==> src/occ_pkg.sv <==
// Purpose: constants and carrier types for the oscillator, pll and reference clock control
// Assumes: 32-bit classic wishbone register access, one system clock
// Notes: field positions follow the register layouts below
// Summary of operation
// - lock bit freezes clock and pll selections
// - wait enters sleep or idle per bit
// - fail monitor event sets clock fail flag
// - secondary oscillator enable follows its bit
// - switch request starts switch, clears when done
// - switch request resets from two-speed fuse
// - osc and pll writes need the unlock sequence first
// - post divider codes give 1 to 256
// - multiplier codes give 2x to 24x
// - pll input select resets from fuse
// - refclk divider zero passes source through
// - refclk runs only while enabled
// - stop in idle halts refclk in idle
// - pin driven only while output enabled
// - run in sleep keeps output in sleep
// - divider switch bit clears when applied
// - request status bit shows active request
// - run in sleep ignored for system clock
// - refclk source codes 0 to 7 select eight sources
// - new source codes, 110/111 act fast rc
package occ_pkg;
  // register byte offsets
  localparam logic [3:0] OCC_OFF_OSC = 4'h0;
  localparam logic [3:0] OCC_OFF_PLL = 4'h4;
  localparam logic [3:0] OCC_OFF_REF = 4'h8;
  localparam logic [3:0] OCC_OFF_UNLOCK = 4'hC;
  // unlock keys, written in order to the unlock register
  localparam logic [31:0] OCC_KEY1 = 32'hAA99_6655;
  localparam logic [31:0] OCC_KEY2 = 32'h5566_99AA;
  // oscillator control fields
  localparam int OCC_OSC_LOCK = 7;
  localparam int OCC_OSC_SLP = 4;
  localparam int OCC_OSC_CF = 3;
  localparam int OCC_OSC_SECONDARY_OSCILLATOR = 1;
  localparam int OCC_OSC_SW = 0;
  localparam int OCC_OSC_NEW = 8;
  localparam int OCC_OSC_CUR = 12;
  // pll control fields
  localparam int OCC_PLL_ICLK = 7;
  localparam int OCC_PLL_MUL = 16;
  localparam int OCC_PLL_DIV = 24;
  localparam logic [6:0] OCC_MUL_RST = 7'h01;
  localparam logic [6:0] OCC_MUL_MAX = 7'h06;
  localparam logic [2:0] OCC_PDIV_RST = 3'h0;
  // reference clock control fields
  localparam int OCC_REF_DIV = 16;
  localparam int OCC_REF_ON = 15;
  localparam int OCC_REF_STOP_IN_IDLE = 13;
  localparam int OCC_REF_OE = 12;
  localparam int OCC_REF_REFCLK_RUN_IN_SLEEP = 11;
  localparam int OCC_REF_DSW = 9;
  localparam int OCC_REF_ACT = 8;
  localparam logic [3:0] OCC_ROSEL_SYS = 4'h0;
  // switch settle time in cycles after target ready
  localparam int OCC_SW_SETTLE = 4;

  typedef enum logic [2:0] {
    OCC_NS_FRCDIV = 3'b000,
    OCC_NS_SYSTEM_PLL = 3'b001,
    OCC_NS_PRIMARY_OSCILLATOR = 3'b010,
    OCC_NS_RSVD = 3'b011,
    OCC_NS_SECONDARY_OSCILLATOR = 3'b100,
    OCC_NS_LOW_POWER_RC_OSCILLATOR = 3'b101
  } occ_nsrc_t;

  // power-on configuration fuses
  typedef struct packed {
    logic two_speed_startup_fuse;
    logic pll_source_fuse;
    logic [2:0] new_source_fuse;
  } occ_fuse_t;

  // pll settings handed to the analog pll
  typedef struct packed {
    logic pll_input_select;
    logic [6:0] pll_multiplier;
    logic [2:0] pll_post_divider;
  } occ_pll_cfg_t;

  // map a new source code onto its effective source
  function automatic logic [2:0] occ_eff_src(input logic [2:0] code);
    occ_eff_src = (code[2:1] == 2'b11) ? 3'b000 : code;
  endfunction
endpackage

==> src/occ_refdiv.sv <==
// Purpose: reference clock divider, toggles output every div source ticks
// Assumes: source arrives as a one-cycle tick pulse in the system clock domain
// Notes: div of zero passes the tick stream straight through
`timescale 1ns/1ps
module occ_refdiv import occ_pkg::*; #(
  parameter int DW = 15
) (
  input wire logic clk_i,
  input wire logic rst_i,
  input wire logic run_i,
  input wire logic tick_i,
  input wire logic [DW-1:0] div_i,
  output logic clk_o
);
  logic [DW-1:0] cnt;

  always_ff @(posedge clk_i) begin
    if (rst_i || !run_i) begin
      cnt <= '0;
      clk_o <= 1'b0;
    end else if (div_i == '0) begin
      clk_o <= tick_i;
    end else if (tick_i) begin
      if (cnt >= div_i - 1'b1) begin
        cnt <= '0;
        clk_o <= ~clk_o;
      end else begin
        cnt <= cnt + 1'b1;
      end
    end
  end
endmodule

==> src/occ_switch.sv <==
// Purpose: sequences a system clock source change
// Assumes: ready inputs are already synchronised
// Notes: the mux changes over once the target is ready and has settled
`timescale 1ns/1ps
module occ_switch import occ_pkg::*; (
  input wire logic clk_i,
  input wire logic rst_i,
  input wire logic start_i,
  input wire logic [2:0] target_i,
  input wire logic [7:0] ready_i,
  input wire logic [2:0] boot_src_i,
  output logic busy_o,
  output logic done_o,
  output logic [2:0] cur_o
);
  typedef enum logic [1:0] {
    OCC_SW_IDLE = 2'b00,
    OCC_SW_WAIT = 2'b01,
    OCC_SW_SETTLE_ST = 2'b10
  } occ_sw_state_t;
  occ_sw_state_t state;
  logic [2:0] tgt;
  logic [3:0] cnt;
  logic boot;

  // wait for ready, then settle before changeover
  always_ff @(posedge clk_i) begin
    if (rst_i) begin
      state <= OCC_SW_IDLE;
      tgt <= 3'h0;
      cnt <= 4'h0;
      done_o <= 1'b0;
      busy_o <= 1'b0;
    end else begin
      done_o <= 1'b0;
      unique case (state)
        OCC_SW_IDLE: begin
          if (start_i) begin
            tgt <= occ_eff_src(target_i);
            busy_o <= 1'b1;
            state <= OCC_SW_WAIT;
          end
        end
        OCC_SW_WAIT: begin
          // reserved target never gets ready; the sequencer stays in wait until reset
          if (tgt != 3'h3 && ready_i[tgt]) begin
            cnt <= 4'h0;
            state <= OCC_SW_SETTLE_ST;
          end
        end
        OCC_SW_SETTLE_ST: begin
          if (cnt == 4'(OCC_SW_SETTLE - 1)) begin
            done_o <= 1'b1;
            busy_o <= 1'b0;
            state <= OCC_SW_IDLE;
          end else begin
            cnt <= cnt + 4'h1;
          end
        end
        default: state <= OCC_SW_IDLE;
      endcase
    end
  end

  // current source: taken from fuses after reset, then from completed switches
  always_ff @(posedge clk_i) begin
    if (rst_i) begin
      cur_o <= 3'h0;
      boot <= 1'b1;
    end else if (boot) begin
      cur_o <= occ_eff_src(boot_src_i);
      boot <= 1'b0;
    end else if (state == OCC_SW_SETTLE_ST && cnt == 4'(OCC_SW_SETTLE - 1)) begin
      cur_o <= tgt;
    end
  end
endmodule

==> src/occ_top.sv <==
// Purpose: oscillator, system pll and reference clock control registers
// Assumes: classic wishbone slave, 250 MHz system clock, fuses stable at reset
// Notes: analog oscillators live outside; ticks and ready levels come in
`timescale 1ns/1ps
module occ_top import occ_pkg::*; (
  input wire logic clk_i,
  input wire logic rst_i,
  // wishbone slave
  input wire logic cyc_i,
  input wire logic stb_i,
  input wire logic we_i,
  input wire logic [3:0] adr_i,
  input wire logic [3:0] sel_i,
  input wire logic [31:0] dat_i,
  output logic [31:0] dat_o,
  output logic ack_o,
  // configuration and status from the rest of the chip
  input wire occ_fuse_t fuse_i,
  input wire logic fail_detect_i,
  input wire logic wait_exec_i,
  input wire logic wake_i,
  input wire logic [7:0] src_ready_i,
  input wire logic [7:0] ref_tick_i,
  // controls toward clock sources
  output logic secondary_osc_enable_o,
  output logic sleep_o,
  output logic idle_o,
  output logic [2:0] system_clock_sel_o,
  output occ_pll_cfg_t pll_cfg_o,
  output logic refclk_o,
  output logic refclk_oe_o
);
  logic [7:0] rdy_s1, rdy_s2;
  logic [7:0] tick_s1, tick_s2;
  logic fail_s1, fail_s2;
  logic selection_lock, sleep_on_wait, clock_fail_flag, switch_request;
  logic [2:0] new_source_select;
  occ_pll_cfg_t pll;
  logic [14:0] refclk_divider;
  logic ref_on, stop_in_idle, ref_oe, refclk_run_in_sleep, divider_switch_request, ref_active;
  logic [3:0] refclk_source_select;
  logic [14:0] div_live;
  logic [1:0] unlock_step;
  logic boot;
  logic sw_busy, sw_done;
  logic [2:0] cur_src;
  logic ref_run, ref_clk;
  logic wr, rd_ok;
  logic osc_wr, pll_wr, ref_wr, sw_set;
  logic [31:0] wmask;
  logic [31:0] osc_rd, pll_rd, ref_rd;

  // external levels pass two flops before use
  // the first stage feeds only the second, so a metastable level never reaches logic
  always_ff @(posedge clk_i) begin
    if (rst_i) begin
      rdy_s1 <= 8'h00;
      rdy_s2 <= 8'h00;
      tick_s1 <= 8'h00;
      tick_s2 <= 8'h00;
      fail_s1 <= 1'b0;
      fail_s2 <= 1'b0;
    end else begin
      rdy_s1 <= src_ready_i;
      rdy_s2 <= rdy_s1;
      tick_s1 <= ref_tick_i;
      tick_s2 <= tick_s1;
      fail_s1 <= fail_detect_i;
      fail_s2 <= fail_s1;
    end
  end

  // byte-lane mask and single-cycle write strobe
  always_comb begin
    for (int i = 0; i < 4; i++) begin
      wmask[i*8 +: 8] = {8{sel_i[i]}};
    end
  end
  assign wr = cyc_i && stb_i && we_i && !ack_o;
  assign rd_ok = (adr_i[1:0] == 2'b00);

  // write decodes; the two protected registers need the armed unlock
  assign osc_wr = wr && adr_i == OCC_OFF_OSC && unlock_step == 2'd2;
  assign pll_wr = wr && adr_i == OCC_OFF_PLL && unlock_step == 2'd2;
  assign ref_wr = wr && adr_i == OCC_OFF_REF;
  // a start accepted in the completing cycle must beat the clear
  assign sw_set = osc_wr && !selection_lock && wmask[OCC_OSC_SW] && dat_i[OCC_OSC_SW];

  // wishbone acknowledge one cycle after the strobe, dropped the cycle after
  // a strobe left high is answered every other cycle, never twice in a row
  always_ff @(posedge clk_i) begin
    if (rst_i) begin
      ack_o <= 1'b0;
    end else begin
      ack_o <= cyc_i && stb_i && !ack_o;
    end
  end

  // unlock: two keys in order arm one protected write
  // a wrong key drops the sequence back to the start; a partial-lane unlock write leaves it unchanged
  always_ff @(posedge clk_i) begin
    if (rst_i) begin
      unlock_step <= 2'd0;
    end else if (wr && adr_i == OCC_OFF_UNLOCK && sel_i == 4'hF) begin
      if (dat_i == OCC_KEY1) begin
        unlock_step <= 2'd1;
      end else if (dat_i == OCC_KEY2 && unlock_step == 2'd1) begin
        unlock_step <= 2'd2;
      end else begin
        unlock_step <= 2'd0;
      end
    end else if (wr && (adr_i == OCC_OFF_OSC || adr_i == OCC_OFF_PLL)) begin
      unlock_step <= 2'd0; // one protected write per unlock
    end
  end

  // oscillator control; fuse values caught on the first edge after reset
  always_ff @(posedge clk_i) begin
    if (rst_i) begin
      selection_lock <= 1'b0;
      sleep_on_wait <= 1'b0;
      secondary_osc_enable_o <= 1'b0;
      switch_request <= 1'b0;
      new_source_select <= 3'h0;
      boot <= 1'b1;
    end else if (boot) begin
      boot <= 1'b0;
      switch_request <= fuse_i.two_speed_startup_fuse;
      new_source_select <= fuse_i.new_source_fuse;
    end else begin
      if (osc_wr) begin
        if (wmask[OCC_OSC_LOCK]) begin
          selection_lock <= dat_i[OCC_OSC_LOCK];
        end
        if (wmask[OCC_OSC_SLP]) begin
          sleep_on_wait <= dat_i[OCC_OSC_SLP];
        end
        if (wmask[OCC_OSC_SECONDARY_OSCILLATOR]) begin
          secondary_osc_enable_o <= dat_i[OCC_OSC_SECONDARY_OSCILLATOR];
        end
        if (!selection_lock && wmask[OCC_OSC_NEW]) begin
          new_source_select <= dat_i[OCC_OSC_NEW +: 3];
        end
        if (sw_set) begin
          switch_request <= 1'b1;
        end
      end
      // completion clears the request; a new write set wins
      if (sw_done && !sw_set) begin
        switch_request <= 1'b0;
      end
    end
  end

  // failure detection sets the sticky flag, never cleared by software
  // a monitor pulse shorter than one cycle may be missed; it must hold its level
  always_ff @(posedge clk_i) begin
    if (rst_i) begin
      clock_fail_flag <= 1'b0;
    end else if (fail_s2) begin
      clock_fail_flag <= 1'b1;
    end
  end

  // pll control
  always_ff @(posedge clk_i) begin
    if (rst_i) begin
      pll.pll_input_select <= 1'b0;
      pll.pll_multiplier <= OCC_MUL_RST;
      pll.pll_post_divider <= OCC_PDIV_RST;
    end else if (boot) begin
      // input select from pll source fuse
      pll.pll_input_select <= fuse_i.pll_source_fuse;
    end else if (pll_wr && !selection_lock) begin
      if (wmask[OCC_PLL_ICLK]) begin
        pll.pll_input_select <= dat_i[OCC_PLL_ICLK];
      end
      if (wmask[OCC_PLL_MUL] && dat_i[OCC_PLL_MUL +: 7] <= OCC_MUL_MAX) begin
        pll.pll_multiplier <= dat_i[OCC_PLL_MUL +: 7];
      end
      if (wmask[OCC_PLL_DIV]) begin
        pll.pll_post_divider <= dat_i[OCC_PLL_DIV +: 3];
      end
    end
  end

  // wait instruction enters sleep or idle; wake leaves both
  // wake wins over a wait in the same cycle so a late wait cannot strand the core
  always_ff @(posedge clk_i) begin
    if (rst_i) begin
      sleep_o <= 1'b0;
      idle_o <= 1'b0;
    end else if (wake_i) begin
      sleep_o <= 1'b0;
      idle_o <= 1'b0;
    end else if (wait_exec_i) begin
      sleep_o <= sleep_on_wait;
      idle_o <= !sleep_on_wait;
    end
  end

  // reference clock control writes
  always_ff @(posedge clk_i) begin
    if (rst_i) begin
      refclk_divider <= 15'h0000;
      ref_on <= 1'b0;
      stop_in_idle <= 1'b0;
      ref_oe <= 1'b0;
      refclk_run_in_sleep <= 1'b0;
      divider_switch_request <= 1'b0;
      refclk_source_select <= 4'h0;
    end else begin
      if (ref_wr) begin
        if (wmask[OCC_REF_DIV]) begin
          refclk_divider[7:0] <= dat_i[OCC_REF_DIV +: 8];
        end
        if (wmask[OCC_REF_DIV + 8]) begin
          refclk_divider[14:8] <= dat_i[OCC_REF_DIV + 8 +: 7];
        end
        if (wmask[OCC_REF_ON]) begin
          ref_on <= dat_i[OCC_REF_ON];
          stop_in_idle <= dat_i[OCC_REF_STOP_IN_IDLE];
          ref_oe <= dat_i[OCC_REF_OE];
          refclk_run_in_sleep <= dat_i[OCC_REF_REFCLK_RUN_IN_SLEEP];
          if (dat_i[OCC_REF_DSW]) begin
            divider_switch_request <= 1'b1;
          end
        end
        // source select field; reserved codes give no clock
        if (wmask[0]) begin
          refclk_source_select <= dat_i[3:0];
        end
      end else if (divider_switch_request) begin
        // cleared once the new divider is applied
        divider_switch_request <= 1'b0;
      end
    end
  end

  // new divider takes effect on a switch request or while the module is off
  // the module counts as off until the request status follows the enable,
  // so a divider written together with the enable is applied as well
  always_ff @(posedge clk_i) begin
    if (rst_i) begin
      div_live <= 15'h0000;
    end else if (divider_switch_request || !ref_on || !ref_active) begin
      div_live <= refclk_divider;
    end
  end

  // run conditions
  // sleep stops the output unless run in sleep is set and the source is not system clock
  assign ref_run = ref_on
    && !(idle_o && stop_in_idle)
    && !(sleep_o && (refclk_source_select == OCC_ROSEL_SYS || !refclk_run_in_sleep));

  // request status follows the enable one cycle later
  always_ff @(posedge clk_i) begin
    if (rst_i) begin
      ref_active <= 1'b0;
    end else begin
      ref_active <= ref_on;
    end
  end

  // source codes with the top bit set get no ticks at all
  occ_refdiv #(.DW(15)) u_refdiv (
    .clk_i(clk_i),
    .rst_i(rst_i),
    .run_i(ref_run),
    .tick_i(tick_s2[refclk_source_select[2:0]] && !refclk_source_select[3]),
    .div_i(div_live),
    .clk_o(ref_clk)
  );

  // pin driven only while output enable set
  // gating with the enable too keeps the pin low in the cycle its enable drops
  always_ff @(posedge clk_i) begin
    if (rst_i) begin
      refclk_o <= 1'b0;
      refclk_oe_o <= 1'b0;
    end else begin
      refclk_o <= ref_clk && ref_oe && ref_on;
      refclk_oe_o <= ref_oe && ref_on;
    end
  end

  // source change sequencer
  // start is held off during boot and in the cycle in which done is seen
  occ_switch u_switch (
    .clk_i(clk_i),
    .rst_i(rst_i),
    .start_i(switch_request && !sw_busy && !boot && !sw_done),
    .target_i(new_source_select),
    .ready_i(rdy_s2),
    .boot_src_i(fuse_i.new_source_fuse),
    .busy_o(sw_busy),
    .done_o(sw_done),
    .cur_o(cur_src)
  );

  // outputs registered from the settled selections
  // reserved multiplier codes never reach here, they are refused at the write
  always_ff @(posedge clk_i) begin
    if (rst_i) begin
      system_clock_sel_o <= 3'h0;
      pll_cfg_o <= '0;
    end else begin
      system_clock_sel_o <= cur_src;
      pll_cfg_o <= pll;
    end
  end

  // read images; reserved and unimplemented bits read zero
  assign osc_rd = {17'h0, cur_src, 1'b0, new_source_select, selection_lock, 2'b00,
    sleep_on_wait, clock_fail_flag, 1'b0, secondary_osc_enable_o, switch_request};
  assign pll_rd = {5'h0, pll.pll_post_divider, 1'b0, pll.pll_multiplier, 8'h00,
    pll.pll_input_select, 7'h00};
  assign ref_rd = {1'b0, refclk_divider, ref_on, 1'b0, stop_in_idle, ref_oe,
    refclk_run_in_sleep, 1'b0, divider_switch_request, ref_active, 4'h0, refclk_source_select};

  // read data registered; unmapped addresses read zero
  // loading only on the taken edge keeps the data zero in the ack-drop cycle
  always_ff @(posedge clk_i) begin
    if (rst_i) begin
      dat_o <= 32'h0000_0000;
    end else if (cyc_i && stb_i && !we_i && !ack_o && rd_ok) begin
      unique case (adr_i)
        OCC_OFF_OSC: dat_o <= osc_rd;
        OCC_OFF_PLL: dat_o <= pll_rd;
        OCC_OFF_REF: dat_o <= ref_rd;
        default: dat_o <= 32'h0000_0000;
      endcase
    end else begin
      dat_o <= 32'h0000_0000;
    end
  end
endmodule

==> config.mk <==
export PLATFORM = sky130hd
export DESIGN_NAME = occ_top
export DESIGN_NICKNAME = d
export VERILOG_FILES = /design/src/occ_pkg.sv /design/src/occ_refdiv.sv /design/src/occ_switch.sv /design/src/occ_top.sv
export SDC_FILE = /design/constraint.sdc
export NUM_CORES = 1
export LEC_CHECK = 0
export BUFFER_PORTS_ARGS = -buffer_cell sky130_fd_sc_hd__buf_2
export CAP_MARGIN = 40
export CORE_ASPECT_RATIO = 0.9
export CORE_MARGIN = 2
export CORE_UTILIZATION = 35
export DETAILED_ROUTE_END_ITERATION = 8
export PLACE_DENSITY = 0.63
export SYNTH_ARGS = -nofsm -noshare
export SYNTH_HDL_FRONTEND = slang
export SYNTH_SLANG_ARGS = --single-unit
==> constraint.sdc <==
create_clock -name clk_i -period 4.1 [get_ports clk_i]
set_input_delay 0.82 -clock clk_i [delete_from_list [all_inputs] [get_ports clk_i]]
set_output_delay 0.82 -clock clk_i [all_outputs]
set_load 0.1 [all_outputs]
# == Yosys cells after proc, flatten, opt, wreduce, memory -nomap -nowiden ==
# Cells that the tools add are included.
# Widths: inputs -> output; s select.
# op_classes
n_addsub,3
magnitude_cmp,4
n_eq_ne,18
muxes,41
n_bitwise,6
reduce_logical,94
# op_table
cell,count
$pmux 31 s3,1
$logic_and 1x1->1,36
$eq 32x31->1 const B,1
$eq 32x32->1 const B,1
$mux 3,8
$reduce_and 2->1,11
$reduce_bool 2->1,10
$reduce_and 3->1,6
$add 15x1->15 const B,1
$ge 15x15->1,1
$logic_not 1->1,15
$logic_not 15->1,1
$mux 1,15
$mux 15,1
$sub 15x1->15 const B,1
$mux 2,7
$eq 4x4->1 const B,3
$mux 11,1
$eq 2x2->1 const B,4
$logic_not 4->1,2
$lt 3x4->1 const B,2
$mux 4,2
$pmux 4 s2,1
$reduce_or 2->1,4
16 further kinds,31
# word_totals
ff_bits,177
input_bits,69
out_inout_bits,52

# == Logic depth before layout (Yosys ltp) ==
# depth
ltp_word,12
depth_mapped,12
depth_no_buf,11

# == By module ==
# A second synthesis with hierarchy kept.
# hier_totals
hier_cells,722
hier_area_um2,7064.3
# modules_own_cells
mod,instances,cells_per_inst,area_each_um2
occ_top,1,488,5012.3
occ_refdiv,1,155,1311.3
occ_switch,1,79,740.7

# == Worst setup path after synthesis ==
# OpenSTA, ideal clock, no wires.
# synth_timing
path_type,register -> register
startpoint,register div_live[2]
endpoint,register u_refdiv.cnt[10]
t_arrival_ns,2.818
t_required_ns,4.036
setup_slack_ns,1.218
path_stages_with_launch,13
n_path_buf,1
path_cell_list,dfxtp_1 -> nor4_2 -> nor4b_1 -> nand2b_1 -> nor4_1 -> xnor2_1 -> ha_1 -> nand4_1 -> nor2_1 -> a211oi_1 -> o31ai_4 -> buf_2 -> nor2_1
# synth_via
elab_chain_len,3
elab_cells_between_ends,6
# synth_lines
item,line,source
"start, declared",occ_top.sv:42,logic [14:0] div_live;
"start signal, assigned",occ_top.sv:247,div_live <= refclk_divider;
$sub 15x1->15 / $logic_not 15->1 (equally long branches),"occ_refdiv.sv:24, occ_refdiv.sv:21",
$ge 15x15->1 / $not 1->1 (equally long branches),n/a,
$mux 15 / $reduce_and 2->1 (equally long branches),n/a,
"end signal, assigned",occ_refdiv.sv:28,cnt <= cnt + 1'b1;
"end, declared",occ_refdiv.sv:15,logic [DW-1:0] cnt;
# Several ways; a longest one is shown, not always the timed one.
# A chain may end at the register's enable or synchronous reset.

# == Worst setup path in the final report ==
# layout_timing
startpoint,register div_live[2]
endpoint,register u_refdiv.cnt[1]
# Same word-level chain as after synthesis.

==> flow_summary.toml <==
[status]
outcome = "complete, no violations"

[timing]
fmax_mhz = 285.1
hold_viol = 0
tns_ns = 0
drv_slew = 0
relSlewSlack = 0.4965
setup_viol = 0
rsz0062_at_grt = "false"
worst_pin_slew_ns = 0.7496
period_minus_slack_ns = 3.507
skew_ns = 0.01232
period_share = 0.8554

[route]
dr.pass1.iters = 4
routed_wl_mm = 18.84
ant_nets = 0
route.detailed.drc = 0
post_drt_wl_per_cell_microns = 16.52
drt-initial-drc-count = 496
via_count = 5777
viasPerCell = 5.063

[yosys]
synth-seq-cells = 172
synthMuxAreaShare = 0.03371
ys_seq_area_frac = 0.4883
syn_inst = 766
synthAdderAreaFrac = 0.03726
ys_async_sr_fraction = 0
synth_top_family_by_area = "simple AND/OR/NAND/NOR gates"
synth_ff_type = "dfxtp_1"
synth_top_cell_by_area = "dfxtp_1"
syn_avg_cell_area_sq_um = 9.206
ys_warn_count = 0
netlist_area_sq_um = 7052
yosys.area_share.simple = 0.2771
synth_cell_types = 56
synth_edf_count = 0
synth_area_leaders = "dfxtp_1, nand2_1, nor2b_1"
synth-xor-area-share = 0.03229
synth_top_area_share = 0.4883
synth_compound_area_frac = 0.1024

[cts]
h-tree-depth = 4
cts_resized = 0
cts_sinks = 172
cts_root_buffer = "clkbuf_16"
path_clk_slew_ns = 0.07
clockBufferDepth = 2
tritoncts = "built"
ctsHoldBuffers = 0
clock_latency_ns = 0.44
cts_setup_buffers = 0
cts_buffers = 17

[floorplan]
start_util = 0.3550
chipHeight_microns = 138.7
die_area_sq_um = 21300
core_area_sq_um = 19860
num_rows = 49
die-width_microns = 153.6
io_pins = 121

[power]
irDropWorstVdd_v = 0.0002606
seqPwrFrac = 0.473
p_int_mw = 2.666
power_switching_uw = 962.1
p_leak_nw = 3.357
powerDensity_nw_per_um2 = 427.4
p_total_mw = 3.628
p_comb_frac = 0.065
clkPwrFrac = 0.462
switching_share = 0.2652

[placed_design]
gp_congestion = 0.8317
io_buffers = 116
placed_area_sq_um = 7865
dp_hpwl_mm = 13.79
dp.cells = 1109

[worst_setup_path]
cpPeakStageDelay_ns = 0.61
critPathRequiredTime_ns = 4.48
crit_fanout = 15
r2r-start = "div_live[2]"
critical_path_depth = 11
cp-endpoint = "u_refdiv.cnt[1]"
regToRegEndpoint = "u_refdiv.cnt[1]"
rr_worst_depth = 11
path_cells = "nor4_2, nor4b_1, nand2b_1, nor4_1, xnor2_1, ha_1, nand4_1, nor2_1, a211oi_1, o31ai_4, a21oi_1"
cp-startpoint = "div_live[2]"
path_delay_family = "simple AND/OR/NAND/NOR gates"
slowest_stage = "a211oi_1"
cp-end-kind = "register"
worstSetupPathType = "register to register"
r2r_slack_ns = 0.59
path_buf_inv = 0
crit_path_start_kind = "register"
cp.arrival_ns = 3.88

[cells_and_area]
final_util = 0.4273
area_delta_synth_final_pct = 20.37
layout_common_cells = "dfxtp_1, buf_2, nand2_1"
fin_cells = 1141
design_area_sq_um = 8488
drive_gt1_frac = 0.2009
layout_commonest_cell = "dfxtp_1"
diodes = 0
final_nets = 963

[global_route]
grt_pass1_vias = 5322
grt_max_degree = 70
grt_usage = 0.1776
antenna_found_initial = 1
grt.overflow.total = 0
grt_first_pass_wirelength_mm = 29.37

[run]
cap_viol_max_count = 0

[worst_hold_path]
hold_depth = 1
min_path_type = "register to register"
-- cell families after synthesis --
kind of cell	count (synthesis)
buf+inv	47
compound gates	114
flops	172
xor+xnor	26
other cells	1
fa+ha+maj	21
mux	21
simple gates	364
-- synthesized netlist by cell type (11+ instances only) --
cell type    n
nand2_1     89
xnor2_1     23
nand4_1     11
mux2i_1     17
nor3_1      17
nor2b_1     53
nor2_1      74
nand3_1     36
ha_1        21
a22oi_1     19
dfxtp_1    172
a21oi_1     63
clkbuf_1    28
and3_1      15
-- power groups by stage --
stage | clock (mW) | combinational, mW | sequential, mW
after floorplan | 0 | 0.137 | 1.76
after global placement | 0 | 0.232 | 1.75
after detailed placement | 0 | 0.234 | 1.75
after CTS | 1.71 | 0.235 | 1.72
after global routing | 1.78 | 0.258 | 1.72
final | 1.68 | 0.235 | 1.72
-- worst min-delay path by stage --
stage / start / endpoint
after floorplan: fail_s2 / clock_fail_flag
after global placement: rdy_s1[6] / rdy_s2[6]
after detailed placement: rdy_s1[6] / rdy_s2[6]
after CTS: tick_s1[6] / tick_s2[6]
after global routing: tick_s1[6] / tick_s2[6]
final: rdy_s1[5] / rdy_s2[5]
-- metal layers --
| metal | wire length [microns] | vias up | global-route usage |
|---|---|---|---|
| li1 | - | 2880 | - |
| met1 | 9201 | 2722 | 0.2499 |
| met2 | 8391 | 145 | 0.2664 |
| met3 | 895 | 28 | 0.04156 |
| met4 | 343 | 2 | 0.06325 |
| met5 | 13 | - | 0 |
-- final cells by class --
type / instances / area [sq um]
clock inverters: 15 / 197.7
clock buffers: 17 / 425.4
well taps: 255 / 319.1
multi-input cells: 549 / 3422
repair buffers: 125 / 650.6
fillers: 2010 / 11380
flip-flops and latches: 172 / 3443
inverters: 8 / 30.03
-- state kept, by name (all words and copies together) (netlist names), 7 cells and up --
| register | count |
|---|---|
| pll_cfg_o | 11 |
| refclk_divider | 15 |
| rdy_s2 | 7 |
| tick_s1 | 8 |
| rdy_s1 | 7 |
| div_live | 15 |
| dat_o | 29 |
| tick_s2 | 8 |
| pll | 11 |
| u_refdiv.cnt | 15 |
-- through the flow --
step,hold slack (ns),setup WS (ns)
floorplan,0.4114,1.218
global placement,0.4190,0.7630
detailed placement,0.4245,0.6612
CTS,0.4416,0.6449
global route,0.4550,0.3612
finish,0.4398,0.5931
-- worst reg2reg max path, delay by kind of cell (launching register included) --
kind,cells,cell delay (ns)
XOR/XNOR,1,0.18
AND/OR/NAND/NOR,6,1.62
flip-flops,1,0.36
AO/OA/AOI/OAI,3,1.03
adder cells (fa/ha/maj),1,0.26
No activity file was read; power rests on OpenSTA's default activity.
